`src/inc/efs_pkg.sv`:
```
// package for the earth fault supervision block
// assumes a single pclk domain at 125 MHz and an APB slave register port
package efs_pkg;

  // ************************************************************
  // register map (byte addresses)
  // ************************************************************
  localparam logic [11:0] EFS_ADDR_CTRL = 12'h000;
  localparam logic [11:0] EFS_ADDR_EXT_DLY = 12'h004;
  localparam logic [11:0] EFS_ADDR_WARN_LVL = 12'h008;
  localparam logic [11:0] EFS_ADDR_TRIP_LVL = 12'h00C;
  localparam logic [11:0] EFS_ADDR_WARN_DLY = 12'h010;
  localparam logic [11:0] EFS_ADDR_TRIP_DLY = 12'h014;
  localparam logic [11:0] EFS_ADDR_RATED = 12'h018;
  localparam logic [11:0] EFS_ADDR_STATUS = 12'h01C;
  localparam logic [11:0] EFS_ADDR_INT_MASK = 12'h020;
  localparam logic [11:0] EFS_ADDR_LEVEL = 12'h024;

  // ************************************************************
  // control fields
  // ************************************************************
  localparam int EFS_CTRL_EXT_EN = 0;
  localparam int EFS_CTRL_SEL_LO = 1;
  localparam int EFS_CTRL_SEL_HI = 2;
  localparam int EFS_CTRL_START_SUP = 3;
  localparam int EFS_CTRL_INT_EN = 4;
  localparam logic [4:0] EFS_CTRL_RST = 5'h00;

  // status / mask bit positions
  localparam int EFS_ST_EXT = 0;
  localparam int EFS_ST_WARN = 1;
  localparam int EFS_ST_TRIP = 2;
  localparam int EFS_ST_LOW = 3;
  localparam int EFS_ST_W = 4;

  // ************************************************************
  // widths and timing
  // ************************************************************
  localparam int EFS_CUR_W = 16;
  localparam int EFS_SUM_W = 18;
  localparam int EFS_DLY_W = 16;
  localparam int EFS_EXT_DLY_W = 8;
  localparam real EFS_CLK_MHZ = 125.0;
  localparam real EFS_STEP_MS = 100.0;
  localparam int EFS_STEP_CYC = int'(EFS_STEP_MS * EFS_CLK_MHZ * 1000.0);
  localparam int EFS_STEP_CNT_W = 24;
  localparam logic [EFS_EXT_DLY_W-1:0] EFS_EXT_DLY_RST = 8'h00;
  localparam logic [EFS_DLY_W-1:0] EFS_DLY_RST = 16'h0000;
  localparam logic [EFS_CUR_W-1:0] EFS_LVL_RST = 16'hFFFF;
  localparam logic [EFS_CUR_W-1:0] EFS_RATED_RST = 16'h0000;
  // 20 percent of rated current: rated / 5
  localparam int EFS_MIN_DIV = 5;

  // ************************************************************
  // carriers
  // ************************************************************
  typedef struct packed {
    logic [EFS_CUR_W-1:0] l1;
    logic [EFS_CUR_W-1:0] l2;
    logic [EFS_CUR_W-1:0] l3;
  } efs_phase_s;

  typedef struct packed {
    logic psel;
    logic penable;
    logic pwrite;
    logic [11:0] paddr;
    logic [31:0] pwdata;
  } efs_apb_req_s;

endpackage : efs_pkg

```
`src/rtl/efs_top.sv`:
```
// earth fault supervision: external monitor input plus current-sum check
// assumes phase samples are signed two's complement, synchronous to pclk
// Overview of operation
// - external monitor accepted on any one of three multifunction inputs
// - option ignores external earth fault during motor start-up
// - external fault held off by delay of 0 to 25.5 s in 0.1 s steps
// - earth current is the sum of the three phase currents
// - warning when sum exceeds warn level for warn delay after start-up
// - trip when sum stays above trip level for trip delay after start
// - internal check only acts when the current sum is above 20 percent of rated
`timescale 1ns/1ns
`default_nettype none
module efs_top
  import efs_pkg::*;
(
  // apb
  input wire logic pclk,
  input wire logic presetn,
  input wire logic psel,
  input wire logic penable,
  input wire logic pwrite,
  input wire logic [11:0] paddr,
  input wire logic [31:0] pwdata,
  output logic [31:0] prdata,
  output logic pready,
  output logic pslverr,
  // plant
  input wire logic multifunction_input_0,
  input wire logic multifunction_input_1,
  input wire logic multifunction_input_2,
  input wire logic motor_starting,
  input wire efs_phase_s phase_i,
  // results
  output logic ext_fault,
  output logic gf_warn,
  output logic gf_trip,
  output logic irq
);

  // ************************************************************
  // state
  // ************************************************************
  typedef struct packed {
    logic [4:0] ctrl;
    logic [EFS_EXT_DLY_W-1:0] ext_dly;
    logic [EFS_CUR_W-1:0] warn_lvl;
    logic [EFS_CUR_W-1:0] trip_lvl;
    logic [EFS_DLY_W-1:0] warn_dly;
    logic [EFS_DLY_W-1:0] trip_dly;
    logic [EFS_CUR_W-1:0] rated;
    logic [EFS_ST_W-1:0] status;
    logic [EFS_ST_W-1:0] mask;
    logic [EFS_STEP_CNT_W-1:0] tick_cnt;
    logic [EFS_EXT_DLY_W-1:0] ext_cnt;
    logic [EFS_DLY_W-1:0] warn_cnt;
    logic [EFS_DLY_W-1:0] trip_cnt;
    logic [EFS_SUM_W-1:0] level;
    logic ext;
    logic warn;
    logic trip;
    logic irq;
    logic [31:0] prdata;
    logic pready;
    logic pslverr;
  } efs_state_s;

  efs_state_s s_q;
  efs_state_s s_d;

  // ************************************************************
  // combinational datapath
  // ************************************************************
  logic signed [EFS_SUM_W-1:0] sum;
  logic [EFS_SUM_W-1:0] mag;
  logic tick;
  logic ext_raw;
  logic ext_cond;
  logic int_on;
  logic warn_cond;
  logic trip_cond;
  logic above_min;
  logic [EFS_ST_W-1:0] ev;
  logic [EFS_ST_W-1:0] w1c;
  logic wr;
  logic rd;
  logic hit;

  always_comb begin
    sum = EFS_SUM_W'($signed(phase_i.l1)) + EFS_SUM_W'($signed(phase_i.l2))
        + EFS_SUM_W'($signed(phase_i.l3));
    mag = sum[EFS_SUM_W-1] ? EFS_SUM_W'(-sum) : EFS_SUM_W'(sum);
    tick = (s_q.tick_cnt == EFS_STEP_CNT_W'(EFS_STEP_CYC - 1));
    unique case (s_q.ctrl[EFS_CTRL_SEL_HI:EFS_CTRL_SEL_LO])
      2'h0: ext_raw = multifunction_input_0;
      2'h1: ext_raw = multifunction_input_1;
      2'h2: ext_raw = multifunction_input_2;
      default: ext_raw = 1'b0;
    endcase
    // start-up suppression is optional for the external path
    ext_cond = s_q.ctrl[EFS_CTRL_EXT_EN] && ext_raw
      && !(s_q.ctrl[EFS_CTRL_START_SUP] && motor_starting);
    int_on = s_q.ctrl[EFS_CTRL_INT_EN] && !motor_starting;
    // below a fifth of rated the sum is not trusted
    above_min = mag > EFS_SUM_W'(s_q.rated / EFS_CUR_W'(EFS_MIN_DIV));
    warn_cond = int_on && above_min
      && (mag > EFS_SUM_W'(s_q.warn_lvl));
    trip_cond = int_on && above_min
      && (mag > EFS_SUM_W'(s_q.trip_lvl));
    wr = psel && penable && pwrite;
    rd = psel && !penable && !pwrite;
    // decoded at setup so the error answer stands with pready either way
    hit = paddr inside {EFS_ADDR_CTRL, EFS_ADDR_EXT_DLY, EFS_ADDR_WARN_LVL,
      EFS_ADDR_TRIP_LVL, EFS_ADDR_WARN_DLY, EFS_ADDR_TRIP_DLY,
      EFS_ADDR_RATED, EFS_ADDR_STATUS, EFS_ADDR_INT_MASK, EFS_ADDR_LEVEL};
  end

  // ************************************************************
  // next state
  // ************************************************************
  always_comb begin
    s_d = s_q;
    s_d.pready = psel && !penable;
    s_d.pslverr = psel && !penable && !hit;
    s_d.level = mag;
    s_d.tick_cnt = tick ? '0 : s_q.tick_cnt + 1'b1;

    // external delay counts 0.1 s ticks; zero setting passes at once
    if (!ext_cond) begin
      s_d.ext_cnt = '0;
      s_d.ext = 1'b0;
    end else if (s_q.ext_cnt >= s_q.ext_dly) begin
      s_d.ext = 1'b1;
    end else if (tick) begin
      s_d.ext_cnt = s_q.ext_cnt + 1'b1;
    end

    // internal delays count in 0.1 s ticks as well
    if (!warn_cond) begin
      s_d.warn_cnt = '0;
      s_d.warn = 1'b0;
    end else if (s_q.warn_cnt >= s_q.warn_dly) begin
      s_d.warn = 1'b1;
    end else if (tick) begin
      s_d.warn_cnt = s_q.warn_cnt + 1'b1;
    end

    // trip latches until the internal check is disabled
    if (!s_q.ctrl[EFS_CTRL_INT_EN]) begin
      s_d.trip = 1'b0;
      s_d.trip_cnt = '0;
    end else if (!trip_cond) begin
      s_d.trip_cnt = '0;
    end else if (s_q.trip_cnt >= s_q.trip_dly) begin
      s_d.trip = 1'b1;
    end else if (tick) begin
      s_d.trip_cnt = s_q.trip_cnt + 1'b1;
    end

    // interrupt events on rising edges of the results
    ev = '0;
    ev[EFS_ST_EXT] = s_d.ext && !s_q.ext;
    ev[EFS_ST_WARN] = s_d.warn && !s_q.warn;
    ev[EFS_ST_TRIP] = s_d.trip && !s_q.trip;
    ev[EFS_ST_LOW] = s_d.warn && !s_q.warn && !above_min;
    w1c = '0;

    if (wr && s_q.pready) begin
      unique case (paddr)
        EFS_ADDR_CTRL: s_d.ctrl = pwdata[4:0];
        EFS_ADDR_EXT_DLY: s_d.ext_dly = pwdata[EFS_EXT_DLY_W-1:0];
        EFS_ADDR_WARN_LVL: s_d.warn_lvl = pwdata[EFS_CUR_W-1:0];
        EFS_ADDR_TRIP_LVL: s_d.trip_lvl = pwdata[EFS_CUR_W-1:0];
        EFS_ADDR_WARN_DLY: s_d.warn_dly = pwdata[EFS_DLY_W-1:0];
        EFS_ADDR_TRIP_DLY: s_d.trip_dly = pwdata[EFS_DLY_W-1:0];
        EFS_ADDR_RATED: s_d.rated = pwdata[EFS_CUR_W-1:0];
        EFS_ADDR_STATUS: w1c = pwdata[EFS_ST_W-1:0];
        EFS_ADDR_INT_MASK: s_d.mask = pwdata[EFS_ST_W-1:0];
        EFS_ADDR_LEVEL: ;
        default: ;
      endcase
    end
    // set wins over a same-cycle clear
    s_d.status = (s_q.status & ~w1c) | ev;
    s_d.irq = |(s_d.status & s_d.mask);

    // writes answer with zero data too
    if (psel && !penable) begin
      s_d.prdata = '0;
    end
    if (rd) begin
      unique case (paddr)
        EFS_ADDR_CTRL: s_d.prdata[4:0] = s_q.ctrl;
        EFS_ADDR_EXT_DLY: s_d.prdata[EFS_EXT_DLY_W-1:0] = s_q.ext_dly;
        EFS_ADDR_WARN_LVL: s_d.prdata[EFS_CUR_W-1:0] = s_q.warn_lvl;
        EFS_ADDR_TRIP_LVL: s_d.prdata[EFS_CUR_W-1:0] = s_q.trip_lvl;
        EFS_ADDR_WARN_DLY: s_d.prdata[EFS_DLY_W-1:0] = s_q.warn_dly;
        EFS_ADDR_TRIP_DLY: s_d.prdata[EFS_DLY_W-1:0] = s_q.trip_dly;
        EFS_ADDR_RATED: s_d.prdata[EFS_CUR_W-1:0] = s_q.rated;
        EFS_ADDR_STATUS: s_d.prdata[EFS_ST_W-1:0] = s_q.status;
        EFS_ADDR_INT_MASK: s_d.prdata[EFS_ST_W-1:0] = s_q.mask;
        EFS_ADDR_LEVEL: s_d.prdata[EFS_SUM_W-1:0] = s_q.level;
        default: ;
      endcase
    end
  end

  // ************************************************************
  // registers
  // ************************************************************
  always_ff @(posedge pclk or negedge presetn) begin
    if (!presetn) begin
      s_q <= '0;
      s_q.ctrl <= EFS_CTRL_RST;
      s_q.ext_dly <= EFS_EXT_DLY_RST;
      s_q.warn_lvl <= EFS_LVL_RST;
      s_q.trip_lvl <= EFS_LVL_RST;
      s_q.warn_dly <= EFS_DLY_RST;
      s_q.trip_dly <= EFS_DLY_RST;
      s_q.rated <= EFS_RATED_RST;
    end else begin
      s_q <= s_d;
    end
  end

  assign prdata = s_q.prdata;
  assign pready = s_q.pready;
  assign pslverr = s_q.pslverr;
  assign ext_fault = s_q.ext;
  assign gf_warn = s_q.warn;
  assign gf_trip = s_q.trip;
  assign irq = s_q.irq;

endmodule : efs_top
`default_nettype wire

```
`config.mk`:
```
export PLATFORM = sky130hd
export DESIGN_NAME = efs_top
export DESIGN_NICKNAME = d
export VERILOG_FILES = /design/src/inc/efs_pkg.sv /design/src/rtl/efs_top.sv
export SDC_FILE = /design/constraint.sdc
export NUM_CORES = 1
export LEC_CHECK = 0
export BUFFER_PORTS_ARGS = -buffer_cell sky130_fd_sc_hd__buf_2
export CAP_MARGIN = 20
export CORE_MARGIN = 2
export CORE_UTILIZATION = 30
export DETAILED_ROUTE_END_ITERATION = 6
export SKIP_LAST_GASP = 1
export SYNTH_ARGS = -nofsm -noshare
export SYNTH_HDL_FRONTEND = slang
export SYNTH_SLANG_ARGS = --single-unit
```
`constraint.sdc`:
```
create_clock -name pclk -period 25.7 [get_ports pclk]
set_input_delay 1.285 -clock pclk [delete_from_list [all_inputs] [get_ports pclk]]
set_output_delay 1.285 -clock pclk [all_outputs]
set_load 0.05 [all_outputs]
```
; ---- After elaboration in Yosys (flattened, before gate mapping)
; Cells that the tools add are included.
[word_totals]
ff_bits = 207
output_inout_bits = 38
in_bits = 101
[op_classes]
div = 1
n_eq_ne = 18
n_mux = 31
bitwise = 4
n_addsub = 7
reduce_logical = 40
n_lt_le_gt_ge = 6
[op_table]
columns = op, n
row1 = 16-bit two-way mux, 7
row2 = 18-bit two-way mux, 3
row3 = "12-bit by 5-bit equality test with 1-bit output, second input constant", 4
row4 = 8-bit one-hot mux with 6 select lines, 1
row5 = 4-bit one-hot mux with 10 select lines, 1
row6 = 18-bit by 16-bit greater-than comparator with 1-bit output, 2
row7 = "16-bit by 1-bit adder with 16-bit output, second input constant", 2
row8 = 16-bit >= comparator, 2
row9 = "24-bit by 1-bit adder with 24-bit output, second input constant", 1
row10 = "12-bit by 4-bit equality test with 1-bit output, second input constant", 2
row11 = "12-bit by 6-bit equality test with 1-bit output, second input constant", 2
row12 = "24-bit equality test, second input constant", 1
row13 = 24-bit two-way mux, 1
row14 = 8-bit two-way mux, 3
row15 = 3-bit one-hot mux with 7 select lines, 1
row16 = 2-bit AND reduction, 10
row17 = 17-bit by 16-bit adder with 18-bit output, 1
row18 = "16-bit by 3-bit divider with 18-bit output, second input constant", 1
row19 = 18-bit greater-than comparator, 1
row20 = 18-bit negator, 1
row21 = 16-bit by 16-bit adder with 17-bit output, 1
row22 = 1-bit logical AND, 17
row23 = 4-bit two-way mux, 4
row24 = "12-bit by 3-bit equality test with 1-bit output, second input constant", 1
row25 = 18 further kinds, 37

; ---- Depth between registers and ports, before layout
[logic_depth]
depth_word = 13
depth_mapped = 65

; ---- Least setup slack after synthesis
; OpenSTA, ideal clock, no wires.
[synth_path]
path_type = reg-to-reg
startpoint = register s_q[142] (netlist bit)
endpoint = register s_q (netlist bit irq)
arrival_time_ns = 12.194
n_path_buf = 6
stages_incl_launch_ff = 60
setup_ns = 0.131
required_time_ns = 25.569
slack_ns = 13.375
path_cell_list = dfrtp_1 -> clkbuf_1 -> clkbuf_1 -> or2_2 -> ha_1 -> buf_2 -> nor2b_1 -> or3_1 -> nand3_1 -> nor3_1 -> o32ai_4 -> inv_2 -> nor3_1 -> or4_1 -> o211ai_2 -> or2_1 -> buf_4 -> inv_4 -> (+24 left out) -> xor2_1 -> and3_1 -> o221ai_1 -> o21ai_0 -> nand4_1 -> ha_1 -> inv_1 -> a21o_1 -> a21oi_1 -> o211ai_1 -> a221oi_1 -> a41oi_1 -> nor4_1 -> nor3_1 -> o21ai_1 -> o31ai_1 -> a222oi_1 -> nand2_1
[synth_lines]
columns = element, line
row1 = "start, declared", efs_top.sv:67  ; efs_state_s s_q;

==> impl.org <==
** Run status
- Run status :: completed

** Worst setup path
- For this run, the slowest stage of the critical path takes 0.79 ns.
- Highest-delay cell along the critical path :: sky130_fd_sc_hd__dfrtp_1
- STA classifies the critical path endpoint as a flop.
- Along the worst path, the maximum fanout reaches 22.
- The setup path with the least slack is of type reg -> reg.
- Data on the critical path arrives at its endpoint at 16.07 ns.
- STA classifies the critical path startpoint as a flop.
- Req. time, crit path :: 26.07 ns

** Clock network
- Hold buffers post-CTS :: 0
- Once the clock tree was built, the resizer swapped 0 gates to a different size.
- Counting every sink on the clock net gives between 200 and 250.
- CTS built an H-tree with a depth of 1.
- The clock reaches the later pin of the worst-skew pair after 0.51 ns.
- TritonCTS clock tree :: done
- Clock slew seen by the registers of the worst setup and hold paths :: 0.06 ns
- The tree is rooted in a sky130_fd_sc_hd__clkbuf_16.
- In this run, CTS created clock tree buffers numbering 22.
- Bufs on Longest Clock Path :: 3
- The number of setup buffers added after CTS is 0.

** Logic synthesis
- Total of flip-flops plus latches after synthesis :: 207
- Ranked by total cell area, the synthesized netlist is headed by sky130_fd_sc_hd__dfrtp_1 (25%), sky130_fd_sc_hd__ha_1 (8.0%), sky130_fd_sc_hd__dfstp_2 (4.9%), sky130_fd_sc_hd__mux2_2 (4.1%), sky130_fd_sc_hd__o21ai_0 (4.0%).
- Averaged over all synthesized cells, the footprint is 8.579 um2.
- Share of the synthesized area in the top cell type :: 25.42%
- After technology mapping, the gate count stands at 2008.
- Yosys mapped a number of flops with a built-in enable equal to 0.
- Share of synthesized registers carrying an async set or reset :: 100.0%
- In this run, distinct cell masters in the synthesized netlist total 112.
- sky130_fd_sc_hd__dfrtp_1 takes more of the synthesized area than any other cell.
- The Yosys step of the flow raised 0 warnings.
- Among all flip-flop cells after synthesis, the most frequent one is sky130_fd_sc_hd__dfrtp_1.
- The cell area that synthesis handed to floorplanning was 17230 um2.
- Top cell types by occurrence after synthesis :: sky130_fd_sc_hd__nand2_1 (176), sky130_fd_sc_hd__dfrtp_1 (175), sky130_fd_sc_hd__nor2_1 (145)
- Sequential cells were found to cover 30.30% of the synthesized design area.
- In the post-synthesis netlist, the cell with the most instances is sky130_fd_sc_hd__nand2_1.

** Global routing
- First-pass GRT wire length :: 80.25 mm
- Global-route congestion overflow total :: 0
- Entering global routing, the biggest net connects 77 pins.
- The number of global-route vias before repair came to 14560.
- Number of antenna violations at the first check in global routing :: 2
- Global router's overall resource usage :: 16.42%

** Floorplanning
- The die covers 59360 um2.
- For this configuration, the core starts out at a cell density of 30.43%.
- In this run the standard cell core region covers 56600 um2.
- Row generation in the floorplan step produced 87 rows.
- From left edge to right edge, the die measures 243.6 um.
- Chip height :: approximately 240 um
- Number of top-level pins :: 139

** Drt
- After detailed routing, the average wire length per cell comes to 17.52 um.
- In the routed design, unresolved DRC markers number 0.
- In this run the remaining antenna-violating nets after routing total 0.
- After detailed routing, the total wire length is between 40 and 50 mm.
- Number of vias after detailed routing :: 15050
- Drt first-iter violations :: 1222
- Using the TritonRoute via totals, the vias-per-cell ratio works out to 5.324.
- Detailed-routing iteration count for the pre-antenna-repair pass :: 5

** Placement
- Placer's final routability congestion estimate :: between 0.8 and 0.9
- Detailed placement ended at an HPWL of 38.01 mm.
- Post-DP Area :: 18310 um2
- In this run the tool buffered the top-level ports with roughly 110 buffer cells.

** Worst hold path
- The worst hold path belongs to the class reg -> reg.

** Timing
- The final count of pins violating max slew was 0.
- Final setup fails :: 0
- Derived from the worst setup path, the maximum achievable clock frequency is roughly 0.064 GHz.
- Hold Fails Final Rpt :: 0
- Period Utilization, post-route :: 61.08%
- Setup repair after global routing left no endpoint under its margin.
- Counting I/O delays and the setup requirement, the final critical path takes 15.70 ns.
- Sum of negative setup slack :: 0 ns
- For the pin with the worst max-slew slack, the measured transition is 1.063 ns.
- Between clock sinks in the finished design, the worst skew comes to 0.009943 ns.
- Rel. slew slack :: slightly below 30%

** Cells and area
- Synth-to-layout area growth :: 10.89%
- Once layout is done, the placed cells without fillers occupy 19100 um2.
- Share of cells above drive strength 1 :: between 10% and 20%
- Number of nets in the final layout :: 2281

** Power
- For this design the static power due to leakage is approximately 8.5 nW.
- Across the VDD grid, the largest voltage drop is 34.36 uV.
- Power Dens Cells :: roughly 58 nW/um2

** Job
- Number of maximum-capacitance constraint violations :: 0
-- per-stage QoR --
stage | setup WS (ns) | power [mW] | hold WS [ns] | utilization (%) | std cells
finish | 10.00 | 1.101 | 0.4743 | 33.75 | 2826
CTS | 10.17 | 1.104 | 0.4756 | 33.68 | 2823
global route | 8.729 | 1.173 | 0.5066 | 33.74 | 2825
detailed placement | 10.30 | 0.7661 | 0.4623 | 32.35 | 2783
global placement | 10.53 | 0.7551 | 0.4522 | 32.35 | 2783
floorplan | 13.37 | 0.6386 | 0.4400 | - | 2021
-- cells by family after synthesis --
kind of cell	synth area share, %
buffers and inverters	5.992
other	0.02177
flip-flops	30.30
adder cells (fa/ha/maj)	10.28
multiplexers	4.997
AO/OA/AOI/OAI	21.05
XOR/XNOR	5.796
AND/OR/NAND/NOR	21.56
-- sequential cells by signal (all words and copies together), names as in the netlist --
signal     count
s_q          183
prdata        18
ext_fault      1
gf_trip        1
gf_warn        1
irq            1
pready         1
pslverr        1
-- where the power goes --
part	total, mW	leakage [nW]	internal [mW]	switching, mW
Combinational	0.418	5.57	0.155	0.263
Clock	0.335	0.373	0.200	0.135
Sequential	0.349	2.52	0.342	0.00694
Total	1.10	8.46	0.697	0.405
-- critical path, delay by kind of cell (launching register included) --
kind                       cells  cell delay (ns)
DFF                            1             0.79
xor gates and xnor gates       3             0.90
and+or+nand+nor               22             6.90
AOI/OAI and AO/OA             21             5.36
adders and majority gates      4             1.26
buffers and inverters          2             0.33
-- worst paths after layout --
kind / startpoint / endpoint / slack (ns) / cells after the start
max: s_q[142]$_DFFE_PN0P_ / irq$_DFF_PN0_ / 10.00 / 52
min: s_q[100]$_DFF_PN0_ / s_q[100]$_DFF_PN0_ / 0.47 / 1
max reg2reg: s_q[142]$_DFFE_PN0P_ / irq$_DFF_PN0_ / 10.00 / 52
min reg2reg: s_q[100]$_DFF_PN0_ / s_q[100]$_DFF_PN0_ / 0.47 / 1
max in group asynchronous: presetn / s_q[49]$_DFF_PN0_ / 22.70 / 3
min in group asynchronous: presetn / s_q[108]$_DFF_PN0_ / 0.73 / 1
-- layout make-up --
type | count | area, um2
Inverter | 115 | 436.7
Antenna cell | 1 | 2.502
Multi-Input combinational cell | 1582 | 11050
Fill cell | 5933 | 37500
Clock buffer | 29 | 618.1
Tap cell | 756 | 945.9
Timing Repair Buffer | 125 | 696.9
Sequential cell | 207 | 5220
Clock inverter | 11 | 136.4
-- metal layers --
layer / wire, um / global-route usage (%) / vias to the layer above
li1: - / - / 7362
met1: 24040 / 24.12 / 7250
met2: 22560 / 26.48 / 382
met3: 2297 / 1.763 / 51
met4: 607 / 2.278 / 2
met5: 13 / 0 / -
-- cells in the final DEF (no fill, tap or decap), types with 14 or more instances in the layout --
master / instances
sky130_fd_sc_hd__nand2_1: 176
sky130_fd_sc_hd__dfrtp_1: 175
sky130_fd_sc_hd__nor2_1: 145
sky130_fd_sc_hd__o21ai_0: 137
sky130_fd_sc_hd__a21oi_1: 125
sky130_fd_sc_hd__ha_1: 110
sky130_fd_sc_hd__buf_2: 107
sky130_fd_sc_hd__inv_1: 106
sky130_fd_sc_hd__xnor2_1: 68
sky130_fd_sc_hd__mux2_2: 63
sky130_fd_sc_hd__nor3_1: 55
sky130_fd_sc_hd__nand3_1: 50
sky130_fd_sc_hd__xor2_1: 46
sky130_fd_sc_hd__nand4_1: 45
sky130_fd_sc_hd__nand2b_1: 37
sky130_fd_sc_hd__nor2b_1: 36
sky130_fd_sc_hd__a22oi_1: 35
sky130_fd_sc_hd__dfstp_2: 32
sky130_fd_sc_hd__a21o_1: 31
sky130_fd_sc_hd__and3_1: 30
sky130_fd_sc_hd__clkbuf_16: 23
sky130_fd_sc_hd__a31oi_1: 18
sky130_fd_sc_hd__nor4_1: 17
sky130_fd_sc_hd__fa_1: 17
sky130_fd_sc_hd__and2_1: 16
sky130_fd_sc_hd__buf_4: 16
sky130_fd_sc_hd__or3_1: 15
sky130_fd_sc_hd__mux2i_1: 14
sky130_fd_sc_hd__and4_1: 14
sky130_fd_sc_hd__a211oi_1: 14
sky130_fd_sc_hd__conb_1: 14
(Power assumes the default switching activity.)
